--- src/rtl/port_op_pkg.sv ---
// constants for the per-port operation control and link status registers
package port_op_pkg;
    localparam int NUM_PORTS        = 7;
    localparam int NUM_PHY_PORTS    = 5;
    localparam int ADDR_W           = 16;
    // byte address = port << 12 | offset, ports 1..7
    localparam logic [11:0] OFF_OP_CTRL  = 12'h020;
    localparam logic [11:0] OFF_LINK_ST  = 12'h030;
    localparam int PORT_MSB         = 15;
    localparam int PORT_LSB         = 12;
    // control field positions
    localparam int CTL_LOCAL_LB     = 7;
    localparam int CTL_REMOTE_LB    = 6;
    localparam int CTL_TAIL_TAG     = 2;
    localparam int CTL_QSPLIT_LSB   = 0;
    localparam logic [7:0] CTL_RW_MASK = 8'hC7;
    localparam logic [7:0] CTL_RESET   = 8'h00;
    // external interface control bit positions
    localparam int XC1_SPEED_1G     = 6;
    localparam int XC0_DUPLEX_HALF  = 6;
    localparam int XC0_TX_FC        = 5;
    localparam int XC0_SPEED_100    = 4;
    localparam int XC0_RX_FC        = 3;
    // phy advertisement flow control bits 11:10
    localparam int ADV_PAUSE        = 10;
    localparam int ADV_ASM_DIR      = 11;
    // status field positions
    localparam int ST_SPEED_LSB     = 3;
    localparam int ST_DUPLEX        = 2;
    localparam int ST_TX_FC         = 1;
    localparam int ST_RX_FC         = 0;
    // speed codes
    localparam logic [1:0] SPD_10   = 2'h0;
    localparam logic [1:0] SPD_100  = 2'h1;
    localparam logic [1:0] SPD_1000 = 2'h2;
    typedef enum logic [1:0] {
        QS_ONE  = 2'b00,
        QS_TWO  = 2'b01,
        QS_FOUR = 2'b10,
        QS_RSVD = 2'b11
    } qsplit_e;
    localparam logic [1:0] AXI_OKAY   = 2'h0;
    localparam logic [1:0] AXI_SLVERR = 2'h2;
endpackage

--- src/rtl/port_link_status_mux.sv ---
// builds the read-only link status byte of one port
`timescale 1ns/1ps
module port_link_status_mux #(
    parameter bit IS_PHY = 1'b1
) (
    input  wire logic [1:0] phy_speed,
    input  wire logic       phy_full_duplex,
    input  wire logic       phy_link_up,
    input  wire logic       phy_an_done,
    input  wire logic       phy_lp_pause,
    input  wire logic [1:0] phy_adv_fc,
    input  wire logic [7:0] xmii_ctrl0,
    input  wire logic [7:0] xmii_ctrl1,
    output logic      [7:0] status
);
    logic [1:0] spd;
    logic       dup;
    logic       txfc;
    logic       rxfc;
    logic       fc_ok;

    always_comb begin
        fc_ok = phy_link_up & phy_an_done & phy_lp_pause;
        if (IS_PHY) begin
            spd  = phy_speed;
            dup  = phy_full_duplex;
            txfc = fc_ok & phy_adv_fc[port_op_pkg::ADV_PAUSE - 10];
            rxfc = fc_ok & (phy_adv_fc[port_op_pkg::ADV_PAUSE - 10]
                   | phy_adv_fc[port_op_pkg::ADV_ASM_DIR - 10]);
        end else begin
            if (xmii_ctrl1[port_op_pkg::XC1_SPEED_1G]) begin
                spd = port_op_pkg::SPD_1000;
            end else if (xmii_ctrl0[port_op_pkg::XC0_SPEED_100]) begin
                spd = port_op_pkg::SPD_100;
            end else begin
                spd = port_op_pkg::SPD_10;
            end
            // control bit is a half-duplex select, status is full = 1
            dup  = ~xmii_ctrl0[port_op_pkg::XC0_DUPLEX_HALF];
            txfc = xmii_ctrl0[port_op_pkg::XC0_TX_FC];
            rxfc = xmii_ctrl0[port_op_pkg::XC0_RX_FC];
        end
        status = 8'h00;
        status[port_op_pkg::ST_SPEED_LSB +: 2] = spd;
        status[port_op_pkg::ST_DUPLEX]         = dup;
        status[port_op_pkg::ST_TX_FC]          = txfc;
        status[port_op_pkg::ST_RX_FC]          = rxfc;
    end
endmodule

--- src/rtl/port_op_loop_path.sv ---
// per-port loopback steering of one data lane
`timescale 1ns/1ps
module port_op_loop_path #(
    parameter int DW = 8
) (
    input  wire logic          local_lb,
    input  wire logic          remote_lb,
    input  wire logic [DW-1:0] fab_tx_data,
    input  wire logic          fab_tx_en,
    input  wire logic [DW-1:0] line_rx_data,
    input  wire logic          line_rx_dv,
    output logic      [DW-1:0] fab_rx_data,
    output logic               fab_rx_dv,
    output logic      [DW-1:0] line_tx_data,
    output logic               line_tx_en
);
    // no elastic store in the remote path: clocks must match per frame
    always_comb begin
        if (local_lb) begin
            fab_rx_data = fab_tx_data;
            fab_rx_dv   = fab_tx_en;
        end else if (remote_lb) begin
            fab_rx_data = '0;
            fab_rx_dv   = 1'b0;
        end else begin
            fab_rx_data = line_rx_data;
            fab_rx_dv   = line_rx_dv;
        end
        if (remote_lb) begin
            line_tx_data = line_rx_data;
            line_tx_en   = line_rx_dv;
        end else if (local_lb) begin
            line_tx_data = '0;
            line_tx_en   = 1'b0;
        end else begin
            line_tx_data = fab_tx_data;
            line_tx_en   = fab_tx_en;
        end
    end
endmodule

--- src/rtl/port_op_control_status_regs.sv ---
// per-port operation control and link status registers with AXI4-Lite access
// How it works
// - local loopback bit 7 turns fabric egress data back to the fabric inside the MAC.
// - remote loopback bit 6 turns line receive data back out the same port, off the fabric.
// - on phy ports the remote loop feeds the line receive pair to the line transmit pair.
// - on the external port the remote loop feeds the txd inputs out on the rxd outputs.
// - tail tag bit 2 makes the port the host port and enables tail tagging on it.
// - bits 1:0 pick one, two or four egress queues; code 11 is reserved.
// - non-phy speed status mirrors external control 1 bit 6 and control 0 bit 4.
// - phy speed status is the resolved speed: 00 10M, 01 100M, 10 1000M.
// - non-phy duplex status is the inverse of external control 0 bit 6.
// - phy duplex status is the resolved duplex, 1 full, 0 half.
// - non-phy tx flow control status mirrors external control 0 bit 5.
// - non-phy rx flow control status mirrors external control 0 bit 3.
// - phy flow control status needs advertisement, link up and negotiated pause.
//
// Added by the designer: register access over AXI4-Lite.
`timescale 1ns/1ps
module port_op_control_status_regs #(
    parameter int NP = 7,
    parameter int NPHY = 5,
    parameter int DW = 8
) (
    input  wire logic             aclk,
    input  wire logic             aresetn,
    input  wire logic             ce,
    input  wire logic [15:0]      s_axi_awaddr,
    input  wire logic             s_axi_awvalid,
    output logic                  s_axi_awready,
    input  wire logic [31:0]      s_axi_wdata,
    input  wire logic [3:0]       s_axi_wstrb,
    input  wire logic             s_axi_wvalid,
    output logic                  s_axi_wready,
    output logic [1:0]            s_axi_bresp,
    output logic                  s_axi_bvalid,
    input  wire logic             s_axi_bready,
    input  wire logic [15:0]      s_axi_araddr,
    input  wire logic             s_axi_arvalid,
    output logic                  s_axi_arready,
    output logic [31:0]           s_axi_rdata,
    output logic [1:0]            s_axi_rresp,
    output logic                  s_axi_rvalid,
    input  wire logic             s_axi_rready,
    input  wire logic [2*NP-1:0]  phy_speed,
    input  wire logic [NP-1:0]    phy_full_duplex,
    input  wire logic [NP-1:0]    phy_link_up,
    input  wire logic [NP-1:0]    phy_an_done,
    input  wire logic [NP-1:0]    phy_lp_pause,
    input  wire logic [2*NP-1:0]  phy_adv_fc,
    input  wire logic [8*NP-1:0]  xmii_ctrl0,
    input  wire logic [8*NP-1:0]  xmii_ctrl1,
    input  wire logic [DW*NP-1:0] fab_tx_data,
    input  wire logic [NP-1:0]    fab_tx_en,
    input  wire logic [DW*NP-1:0] line_rx_data,
    input  wire logic [NP-1:0]    line_rx_dv,
    output logic [DW*NP-1:0]      fab_rx_data,
    output logic [NP-1:0]         fab_rx_dv,
    output logic [DW*NP-1:0]      line_tx_data,
    output logic [NP-1:0]         line_tx_en,
    output logic [NP-1:0]         tail_tag_en,
    output logic [2*NP-1:0]       egress_queues
);
    logic [7:0]       ctrl_r [NP];
    logic [7:0]       stat_c [NP];
    logic [7:0]       stat_r [NP];
    logic [DW*NP-1:0] fab_rx_c;
    logic [NP-1:0]    fab_dv_c;
    logic [DW*NP-1:0] line_tx_c;
    logic [NP-1:0]    line_en_c;
    logic [15:0]      awaddr_r;
    logic             aw_have_r;
    logic [31:0]      wdata_r;
    logic             wstrb0_r;
    logic             w_have_r;
    logic             wr_fire;
    logic             rd_fire;

    // port 1..NP in bits 15:12, returns index or NP when unmapped
    function automatic int unsigned port_index(input logic [15:0] a);
        int unsigned p;
        p = int'(a[port_op_pkg::PORT_MSB:port_op_pkg::PORT_LSB]);
        if (p < 1 || p > NP) begin
            return NP;
        end
        return p - 1;
    endfunction

    // queue field decode; reserved code falls back to a single queue
    function automatic logic [1:0] queue_count_code(input logic [1:0] f);
        unique case (port_op_pkg::qsplit_e'(f))
            port_op_pkg::QS_ONE:  return 2'h0;
            port_op_pkg::QS_TWO:  return 2'h1;
            port_op_pkg::QS_FOUR: return 2'h2;
            port_op_pkg::QS_RSVD: return 2'h0;
        endcase
    endfunction

    genvar g;
    generate
        for (g = 0; g < NP; g++) begin : gen_port
            port_link_status_mux #(
                .IS_PHY (g < NPHY)
            ) u_stat (
                .phy_speed       (phy_speed[2*g +: 2]),
                .phy_full_duplex (phy_full_duplex[g]),
                .phy_link_up     (phy_link_up[g]),
                .phy_an_done     (phy_an_done[g]),
                .phy_lp_pause    (phy_lp_pause[g]),
                .phy_adv_fc      (phy_adv_fc[2*g +: 2]),
                .xmii_ctrl0      (xmii_ctrl0[8*g +: 8]),
                .xmii_ctrl1      (xmii_ctrl1[8*g +: 8]),
                .status          (stat_c[g])
            );
            // phy ports: line rx pair to tx pair; xmii: txd in to rxd out
            port_op_loop_path #(
                .DW (DW)
            ) u_loop (
                .local_lb     (ctrl_r[g][port_op_pkg::CTL_LOCAL_LB]),
                .remote_lb    (ctrl_r[g][port_op_pkg::CTL_REMOTE_LB]),
                .fab_tx_data  (fab_tx_data[DW*g +: DW]),
                .fab_tx_en    (fab_tx_en[g]),
                .line_rx_data (line_rx_data[DW*g +: DW]),
                .line_rx_dv   (line_rx_dv[g]),
                .fab_rx_data  (fab_rx_c[DW*g +: DW]),
                .fab_rx_dv    (fab_dv_c[g]),
                .line_tx_data (line_tx_c[DW*g +: DW]),
                .line_tx_en   (line_en_c[g])
            );
        end
    endgenerate

    // registered loop outputs keep every top output on a flop
    always_ff @(posedge aclk) begin
        if (!aresetn) begin
            fab_rx_data  <= '0;
            fab_rx_dv    <= '0;
            line_tx_data <= '0;
            line_tx_en   <= '0;
        end else if (ce) begin
            fab_rx_data  <= fab_rx_c;
            fab_rx_dv    <= fab_dv_c;
            line_tx_data <= line_tx_c;
            line_tx_en   <= line_en_c;
        end
    end

    // status sampled each cycle so reads see a stable byte
    always_ff @(posedge aclk) begin
        if (!aresetn) begin
            for (int i = 0; i < NP; i++) begin
                stat_r[i] <= 8'h00;
            end
        end else if (ce) begin
            for (int i = 0; i < NP; i++) begin
                stat_r[i] <= stat_c[i];
            end
        end
    end

    // write address and data captured in either order
    assign wr_fire = aw_have_r & w_have_r & ~s_axi_bvalid;

    always_ff @(posedge aclk) begin
        if (!aresetn) begin
            s_axi_awready <= 1'b0;
            s_axi_wready  <= 1'b0;
            aw_have_r     <= 1'b0;
            w_have_r      <= 1'b0;
            awaddr_r      <= '0;
            wdata_r       <= '0;
            wstrb0_r      <= 1'b0;
        end else if (ce) begin
            s_axi_awready <= ~aw_have_r & ~s_axi_awready & s_axi_awvalid;
            s_axi_wready  <= ~w_have_r & ~s_axi_wready & s_axi_wvalid;
            if (s_axi_awvalid && s_axi_awready) begin
                aw_have_r <= 1'b1;
                awaddr_r  <= s_axi_awaddr;
            end else if (wr_fire) begin
                aw_have_r <= 1'b0;
            end
            if (s_axi_wvalid && s_axi_wready) begin
                w_have_r <= 1'b1;
                wdata_r  <= s_axi_wdata;
                wstrb0_r <= s_axi_wstrb[0];
            end else if (wr_fire) begin
                w_have_r <= 1'b0;
            end
        end
    end

    always_ff @(posedge aclk) begin
        if (!aresetn) begin
            s_axi_bvalid <= 1'b0;
            s_axi_bresp  <= port_op_pkg::AXI_OKAY;
        end else if (ce) begin
            if (wr_fire) begin
                s_axi_bvalid <= 1'b1;
                if (port_index(awaddr_r) < NP
                    && (awaddr_r[11:0] == port_op_pkg::OFF_OP_CTRL
                    || awaddr_r[11:0] == port_op_pkg::OFF_LINK_ST)) begin
                    s_axi_bresp <= port_op_pkg::AXI_OKAY;
                end else begin
                    s_axi_bresp <= port_op_pkg::AXI_SLVERR;
                end
            end else if (s_axi_bready) begin
                s_axi_bvalid <= 1'b0;
            end
        end
    end

    // control store; status offset accepted but ignored
    always_ff @(posedge aclk) begin
        if (!aresetn) begin
            for (int i = 0; i < NP; i++) begin
                ctrl_r[i] <= port_op_pkg::CTL_RESET;
            end
        end else if (ce) begin
            if (wr_fire && wstrb0_r && port_index(awaddr_r) < NP
                && awaddr_r[11:0] == port_op_pkg::OFF_OP_CTRL) begin
                ctrl_r[port_index(awaddr_r)] <=
                    wdata_r[7:0] & port_op_pkg::CTL_RW_MASK;
            end
        end
    end

    always_ff @(posedge aclk) begin
        if (!aresetn) begin
            tail_tag_en   <= '0;
            egress_queues <= '0;
        end else if (ce) begin
            for (int i = 0; i < NP; i++) begin
                tail_tag_en[i]       <= ctrl_r[i][port_op_pkg::CTL_TAIL_TAG];
                egress_queues[2*i +: 2] <=
                    queue_count_code(ctrl_r[i][port_op_pkg::CTL_QSPLIT_LSB +: 2]);
            end
        end
    end

    assign rd_fire = s_axi_arvalid & s_axi_arready;

    always_ff @(posedge aclk) begin
        if (!aresetn) begin
            s_axi_arready <= 1'b0;
            s_axi_rvalid  <= 1'b0;
            s_axi_rdata   <= '0;
            s_axi_rresp   <= port_op_pkg::AXI_OKAY;
        end else if (ce) begin
            s_axi_arready <= ~s_axi_arready & ~s_axi_rvalid & s_axi_arvalid;
            if (rd_fire) begin
                s_axi_rvalid <= 1'b1;
                s_axi_rdata  <= '0;
                s_axi_rresp  <= port_op_pkg::AXI_OKAY;
                if (port_index(s_axi_araddr) < NP
                    && s_axi_araddr[11:0] == port_op_pkg::OFF_OP_CTRL) begin
                    s_axi_rdata[7:0] <= ctrl_r[port_index(s_axi_araddr)];
                end else if (port_index(s_axi_araddr) < NP
                    && s_axi_araddr[11:0] == port_op_pkg::OFF_LINK_ST) begin
                    s_axi_rdata[7:0] <= stat_r[port_index(s_axi_araddr)];
                end else begin
                    s_axi_rresp <= port_op_pkg::AXI_SLVERR;
                end
            end else if (s_axi_rready) begin
                s_axi_rvalid <= 1'b0;
            end
        end
    end
endmodule

--- config.mk ---
export PLATFORM = sky130hd
export DESIGN_NAME = port_op_control_status_regs
export DESIGN_NICKNAME = d
export VERILOG_FILES = /design/src/rtl/port_op_pkg.sv /design/src/rtl/port_link_status_mux.sv /design/src/rtl/port_op_loop_path.sv /design/src/rtl/port_op_control_status_regs.sv
export SDC_FILE = /design/constraint.sdc
export NUM_CORES = 1
export LEC_CHECK = 0
export BUFFER_PORTS_ARGS = -buffer_cell sky130_fd_sc_hd__buf_2
export CAP_MARGIN = 0
export CELL_PAD_IN_SITES_DETAIL_PLACEMENT = 1
export CELL_PAD_IN_SITES_GLOBAL_PLACEMENT = 2
export CORE_MARGIN = 3
export CORE_UTILIZATION = 31
export CTS_CLUSTER_DIAMETER = 100
export DETAILED_ROUTE_END_ITERATION = 8
export MAX_ROUTING_LAYER = met4
export PLACE_DENSITY = 0.88
export SYNTH_ARGS = -nofsm -noshare
export SYNTH_HDL_FRONTEND = slang
export SYNTH_HIERARCHICAL = 1
export SYNTH_SLANG_ARGS = --single-unit
--- constraint.sdc ---
create_clock -name aclk -period 5.6 [get_ports aclk]
set_input_delay 0.84 -clock aclk [delete_from_list [all_inputs] [get_ports aclk]]
set_output_delay 0.84 -clock aclk [all_outputs]
set_load 0.05 [all_outputs]
After elaboration in Yosys (flattened, before gate mapping)
Memory sizes are Yosys's and may differ from the RTL's.
Index checks and enable logic that the tools add are counted.
Widths: inputs -> output; s select.
Word-level totals
  memory bits (read-only): 0
  output and inout port bits: 188
  bits in registers: 191
  latch bits: 0
  word-level logic and storage cells: 300
  memory bits (writable): 70
  memories: 2
  input bits: 370
Memory list
  ctrl_r: depth 7, bits a word 5, read ports 8, clocked after Yosys merged registers in 0, wr ports 7, line port_op_control_status_regs.sv:63  | logic [7:0] ctrl_r [NP];
  stat_r: depth 7, bits a word 5, read ports 1, clocked after Yosys merged registers in 0, wr ports 7, line port_op_control_status_regs.sv:65  | logic [7:0] stat_r [NP];
Cells by class
  add/subtract/negate cells: 2
  div/mod/pow operators: 0
  multiply operators: 0
  muxes and demuxes: 156
  eq/ne operators: 25
  reduce and logical (&&, ||, !) cells: 38
  magnitude comparators: 8
  bitwise operators: 50
  shift operators: 0
Operators with widths (number)
  $mux 32: 16
  $mux 8: 30
  $lt 32x3->1 const B: 4
  $mux 1: 72
  $mux 3: 18
  $eq 12x6->1 const B: 4
  $pmux 2 s3: 7
  $mux 5: 8
  $and 1x1->1: 29
  $eq 2x2->1 const B: 14
  $reduce_and 2->1: 8
  $eq 2x1->1 const B: 7
  $logic_not 2->1: 7
  $reduce_or 2->1: 7
  $or 1x1->1: 12
  $mux 2: 5
  $sub 4x1->5 const B: 2
  $not 1->1: 9
  $gt 4x3->1 const B: 2
  $logic_and 1x1->1: 8
  $lt 4x1->1 const B: 2
  $reduce_bool 2->1: 4
  $reduce_or 5->1: 1
  $logic_or 1x1->1: 3

Depth between registers and ports, before layout
Gate-level depths: netlist of run 1.
An unclocked memory read counts as a cell.
  depth in word-level cells: 37
  mapped depth: 11
  depth with buffers taken out: 8

Modules after synthesis
Netlist of run 1, hierarchy kept.
By module, submodules not included
  port_op_control_status_regs: cells an instance 1082, sequential area each 6436.2 um2, area an instance 11896.4 um2, times used 1
  port_op_loop_path: cells an instance 28, sequential area each 0.0 um2, area an instance 211.5 um2, times used 7
  port_link_status_mux (gen_port[0].u_stat ...): cells an instance 11, sequential area each 0.0 um2, area an instance 85.1 um2, times used 5
  port_link_status_mux (gen_port[5].u_stat ...): cells an instance 10, sequential area each 0.0 um2, area an instance 73.8 um2, times used 2

Least setup slack after synthesis of run 1
Ideal clock, no wire load.
  path kind: input port to flip-flop
  start point: in ce
  end point: mem stat_r[0][0] (netlist bit), enable pin
  required time: 5.177 ns
  cell stages on the path: 4
  arrival: 2.858 ns
  slack: 2.319 ns
  buffers on the path: 3
  path through: buf_2 > clkbuf_1 > clkbuf_1 > nand2b_1
RTL lines
  start: declaration: line port_op_control_status_regs.sv:26  | input wire logic ce,
  end: declaration: line port_op_control_status_regs.sv:65

Worst setup path in the final report of run 1
  start point: in s_axi_araddr[12]
  end point: reg s_axi_rdata[7]
Between the ends
  cells in the longest elaborated chain, start to end: 14
  elaborated cells on any way between the ends: 26
  classes of those cells: add/sub: 1; order compare: 3; mux: 19; reduce/logical: 2; memory: 1
RTL lines
  start: declaration: line port_op_control_status_regs.sv:37  | input wire logic [15:0] s_axi_araddr,
  branches (longest 13 deep; another with $lt 32x3->1)
  $mux 8 (*): line port_op_control_status_regs.sv:253  | if (port_index(s_axi_araddr) < NP
  end signal: assignment: line port_op_control_status_regs.sv:255  | s_axi_rdata[7:0] <= ctrl_r[port_index(s_axi_araddr)];
  end signal: assignment: line port_op_control_status_regs.sv:258  | s_axi_rdata[7:0] <= stat_r[port_index(s_axi_araddr)];
  end: declaration: line port_op_control_status_regs.sv:40  | output logic [31:0] s_axi_rdata,
Mark *: on every way between the ends. The select of a mux whose other input is x is not followed.
A chain may end at the register's enable or synchronous reset.

==> results.tsv, run 1 <==
metric	value	unit
CTS max path bufs	3	
outcome	finished, final reports clean	
DP HPWL	32.7	mm
CP top delay family	buffers and inverters	
Root Driver	clkbuf_16	
RR Startpoint	awaddr_r[12]	
Num CTS Buffers	36	
crit-path max FO	29	
total track usage	18.5	%
Hold Path Origin	awaddr_r[9]	
RSZ-0062 raised after global routing	no	
Pwr per Cell Area	316	mW/mm2
Crit path arrival time	4.11	ns
Seq/Total Area, Yosys	46.1	%
die area	0.0476	mm2
floorplan row count	77	
I/O pin count	558	
Rel. slew slack	40.4	%
#FFs+latches synth	278	
DR iter-0 viols	593	
Max stage delay on crit path	0.55	ns
CP Capture Type	flip-flop	
DR vias	11075	
vias per cell	4.88	
Worst Tran Pin Value	0.893	ns
Peak VDD IR	145	uV
layout cells sized above 1	28.3	%
Mean Syn Cell Area	10.3	um2
# H-tree levels	2	
number of synthesized flops with an enable pin	87	
aggregate global routing overflow	0	
worst-skew pair later-pin latency	0.54	ns
ys flop type	dfxtp_1	
FILL cells	5103	
Total Wirelength	44.7	mm
fin. max-slew vios	0	
leakage	0.00773	uW
gpl congestion	0.823	
Setup violations, final	0	
core area	0.0443	mm2
Final Util	38.2	%
Yosys warning count	6	
worst path cell trace	buf_2, clkinv_1, ha_1, buf_4, o21ai_1, nor3_1, a21oi_1, o21ai_0, a22oi_1, o31ai_1	
post-route setup TNS	0	ns
Post-CTS Resized	0	
TritonRoute pass-1 iters	4	
Post-CTS Setup Inserts	0	
pin count of the biggest net entering global routing	117	
Fmax	0.273	GHz
Post-synth ARST share	0	%
max_cap viols	0	
initial antenna violation count	7	
post-synth top area share	27.4	%
Slowest cell on crit path	buf_2	
Worst Path Required	6.05	ns
CTS Sinks	278	
vias in the first global route	11431	
fin worst setup slack	1.94	ns
hold buffer count at cts	0	
post-synthesis cell area	0.0139	mm2
port bufs	383	
crit path kind	input port to flip-flop	
Worst Hold Class	flip-flop to flip-flop	
clock-pin slew on the worst setup and hold paths	0.06	ns
final net count	2018	
Die X-Extent	218	um
area growth from synthesis to layout	21.3	%
Avg WL per Cell	19.7	um
die height	218	um
period utilization	65.4	%
first-pass GRT wire length	66.8	mm
startpoint types	input port	
TritonCTS clock tree	done	
initial cell density of the core	31.5	%
CP Launch Point	s_axi_araddr[12]	
Post-Place Worst Slack	1.41	ns
synth top area cells	dfxtp_1 (27%), edfxtp_1 (19%), mux2i_1 (11%)	
Gate Count Post-Synth	1353	
antenna viol nets, final	0	
count leader, synth	dfxtp_1	
Yosys cell types	70	
Commonest cells post-synth	dfxtp_1 (191), mux2i_1 (160), nor2b_1 (151), a22o_1 (107), buf_4 (91)	
Clock Skew	0.0351	ns
DRC viols	0	
post-route minimum period	3.66	ns
Yosys top cell by area	dfxtp_1	
endpoints failing hold	0	
crit path buf inv count	3	
placed cells by master (no fill, tap or decap), types with 8 or more instances in the layout:
cell type  instances
o22ai_1           10
mux2i_1          160
diode_2            8
dfxtp_1          191
and4_1            10
a21oi_1           10
o21ai_0           11
and2_1            26
nand2b_1          31
a21boi_0          26
conb_1            48
a22o_1           107
edfxtp_1          87
a22oi_1           11
o21ai_1           24
clkbuf_16         36
nand2_1           90
inv_1             18
and3_1            50
nand3_1           11
nor3_1            12
nor2_1            30
o31ai_1            9
buf_2            381
nor2b_1          151
final cells by class:
type                       instances  area [um2]  share of cell area (%)
antenna                            8        20.0                   0.118
clock inverter                    14         170                    1.01
clock buffer                      49        1010                    5.97
tap                              592         741                    4.38
sequential                       278        6440                    38.0
inverter                          20        75.1                   0.444
timing repair buffer             389        1990                    11.8
multi-input combinational        921        6480                    38.3
cell families (layout without fill, tap and decap cells):
logic type | Yosys count | count (layout) | synth area share, %
AO/OA/AOI/OAI | 250 | 250 | 13.9
XOR/XNOR | 2 | 2 | 0.126
adder cells (fa/ha/maj) | 2 | 2 | 0.179
buffers and inverters | 194 | 472 | 8.49
flip-flops | 278 | 278 | 46.1
multiplexers | 163 | 163 | 11.7
other | 8 | 56 | 0.215
AND/OR/NAND/NOR | 456 | 456 | 19.2
where the power goes:
part	leakage, uW	total (uW)	switching (uW)	internal (uW)
Sequential	0.00248	2250	70.6	2180
Combinational	0.00468	788	519	269
Clock	0.000571	2310	909	1410
state kept, by name, indices dropped and copies added (netlist names):
register	cells
s_axi_bvalid	1
s_axi_bresp	1
ctrl_r	36
s_axi_awready	1
fab_rx_data	56
stat_r	56
egress_queues	14
w_have_r	1
line_tx_data	56
s_axi_rdata	8
s_axi_arready	1
wstrb0_r	1
aw_have_r	1
fab_rx_dv	7
s_axi_rvalid	1
line_tx_en	7
s_axi_rresp	1
wdata_r	5
awaddr_r	16
s_axi_wready	1
tail_tag_en	7
path summary, 6_finish.rpt:
| check | to | slack (ns) | depth (start not counted) |
|---|---|---|---|
| worst max-delay path | s_axi_rdata[7] | 1.94 | 10 |
| worst min-delay path | awaddr_r[9] | 0.47 | 2 |
| worst max register to register | ctrl_r[1][1] | 2.91 | 7 |
| worst min register to register | awaddr_r[9] | 0.47 | 2 |
worst reg2reg max path: stages, from the launching register on:
cell and delay (ns):
dfxtp_1 0.41, inv_1 0.12, ha_1 0.27, a211oi_1 0.19, a21oi_1 0.07, nor2_1 0.60
nand3_1 0.40, nand2_1 0.32
layer usage:
| layer | vias up | global-route usage, % | share of wire, % |
|---|---|---|---|
| li1 | 5322 | - | - |
| met1 | 5369 | 22.0 | 42 |
| met2 | 309 | 31.1 | 49 |
| met3 | 75 | 4.00 | 5.8 |
| met4 | 0 | 6.48 | 3.2 |
| met5 | - | - | 0 |
stage by stage:
step,instance area [um2],hold slack (ns),total power [uW],cells
6_report,16900,0.468,5350,2271
5_1_grt,16900,0.497,5580,2270
4_1_cts,16900,0.475,5430,2263
3_5_place_dp,15700,0.467,3090,2200
3_3_place_gp,15700,0.455,3060,2200
2_1_floorplan,14100,0.439,2860,1393
Power figures use the tool's default switching activity.
==> run 2: changes to the inputs <==
CORE_UTILIZATION = 26   (was 31)
PLACE_DENSITY = 0.79   (was 0.88)
clock period = 3.15 ns   (was 5.6 ns; I/O delays follow)
==> results.tsv, run 2 (synthesis gave the netlist of run 1 again) <==
metric	value	unit	change
Worst Hold Class	input port to flip-flop		was flip-flop to flip-flop
Worst Path Required	3.35	ns	was 6.05 ns
post-route minimum period	2.65	ns	
path depth of the worst reg2reg path	8		was 7
pin count of the biggest net entering global routing	115		was 117
DP HPWL	33.5	mm	was 32.7 mm
I/O pin count	558		unchanged
fin worst setup slack	0.504	ns	was 1.94 ns
CTS Sinks	278		unchanged
Root Driver	clkbuf_16		unchanged
Placed Instances	2306		was 2200
Fmax	0.378	GHz	
Total Wirelength	45.6	mm	was 44.7 mm
gpl congestion	0.785		was 0.823
TritonCTS clock tree	done		unchanged
most common cell after layout, fill and taps aside	buf_2		unchanged
total power	9370	uW	was 5350 uW
area growth from synthesis to layout	22.5	%	was 21.3%
DRC viols	0		unchanged
TritonRoute pass-1 iters	4		unchanged
floorplan row count	84		was 77
Worst Hold Path Cells	3		was 2
initial cell density of the core	26.4	%	was 31.5%
CTS max path bufs	3		unchanged
crit-path max FO	20		was 29
fin. max-slew vios	0		unchanged
final net count	2027		was 2018
die area	0.0565	mm2	was 0.0476 mm2
aggregate global routing overflow	0		unchanged
Worst Tran Pin Value	0.850	ns	was 0.893 ns
period utilization	84.0	%	
Post-CTS Setup Inserts	0		unchanged
worst-skew pair later-pin latency	0.54	ns	about the same
core area	0.0529	mm2	was 0.0443 mm2
DR iter-0 viols	465		was 593
RSZ-0062 raised after global routing	no		unchanged
Clock Skew	0.0227	ns	was 0.0351 ns
startpoint types	flip-flop		was input port
Setup violations, final	0		unchanged
post-route setup TNS	0	ns	unchanged
Crit path arrival time	2.85	ns	was 4.11 ns
DR vias	11100		was 11075
first-pass GRT wire length	67.8	mm	was 66.8 mm
total track usage	15.9	%	was 18.5%
CP Capture Type	flip-flop		unchanged
commonest non-fill, non-tap cells in the layout	buf_2 (381), dfxtp_1 (191), mux2i_1 (160)		unchanged
non-filler cells, final	2374		was 2271
Rel. slew slack	43.4	%	was 40.4%
antenna viol nets, final	0		unchanged
Num CTS Buffers	35		was 36
vias per cell	4.68		was 4.88
Avg WL per Cell	19.2	um	was 19.7 um
crit path kind	flip-flop to flip-flop		was input port to flip-flop
Post-CTS Resized	0		unchanged
initial antenna violation count	5		was 7
# H-tree levels	2		unchanged
port bufs	383		unchanged
Largest regs	fab_rx_data x56, line_tx_data x56, stat_r x56		unchanged
vias in the first global route	11505		was 11431
die height	238	um	was 218 um
Post-Place Worst Slack	0.399	ns	was 1.41 ns
layout cells sized above 1	28.6	%	was 28.3%
leakage	0.00778	uW	was 0.00773 uW
Peak VDD IR	258	uV	was 145 uV
clock-pin slew on the worst setup and hold paths	0.06	ns	about the same
outcome	finished, final reports clean		unchanged
Pwr per Cell Area	548	mW/mm2	was 316 mW/mm2
endpoints failing hold	0		unchanged
Die X-Extent	238	um	was 218 um
max_cap viols	0		unchanged
hold buffer count at cts	0		unchanged
[run 2: power breakdown]
| group | internal (uW) | leakage [uW] | total [uW] | switching [uW] |
|---|---|---|---|---|
| Clock | 2350 | 0.000553 | 3960 | 1600 |
| Combinational | 491 | 0.00475 | 1420 | 925 |
| Sequential | 3870 | 0.00248 | 4000 | 124 |
| Total | 6720 | 0.00778 | 9370 | 2650 |
[run 2: cell type report]
cell class              instances  area (um2)
diodes                          5        12.5
clock buffers                  48         978
inverters                      20        75.1
repair buffers                399        2100
fillers                      6080       35800
well taps                     688         861
clock inverters                15         143
multi-input cells             921        6480
flip-flops and latches        278        6440
[run 2: final timing paths]
path	from	slack (ns)	to
max	awaddr_r[12]	0.50	ctrl_r[4][2]
min	s_axi_awaddr[2]	0.20	awaddr_r[2]
max reg2reg	awaddr_r[12]	0.50	ctrl_r[4][2]
min reg2reg	awaddr_r[11]	0.46	awaddr_r[11]
[run 2: per-stage QoR]
stage / hold slack [ns] / util, % / cell area (um2)
finish: 0.198 / 32.3 / 17100
global route: 0.182 / 32.3 / 17100
CTS: 0.154 / 32.3 / 17100
detailed placement: 0.459 / 30.2 / 16000
global placement: 0.451 / 30.2 / 16000
floorplan: 0.439 / - / 14100
[run 2: layer usage]
metal,share of wire [%],vias to the layer above,track usage [%]
li1,-,5333,-
met1,42,5406,18.6
met2,49,282,26.7
met3,5.7,79,3.88
met4,3.2,0,5.59
met5,0,-,-
[run 2: worst max-delay path: stages, from the launching register on]
cell and delay [ns]:
dfxtp_1 0.42, inv_1 0.13, ha_1 0.35, or3b_1 0.14, a21oi_2 0.06, nor3_2 0.28, and3_4 0.35, and3b_1 0.29
nand2b_1 0.30
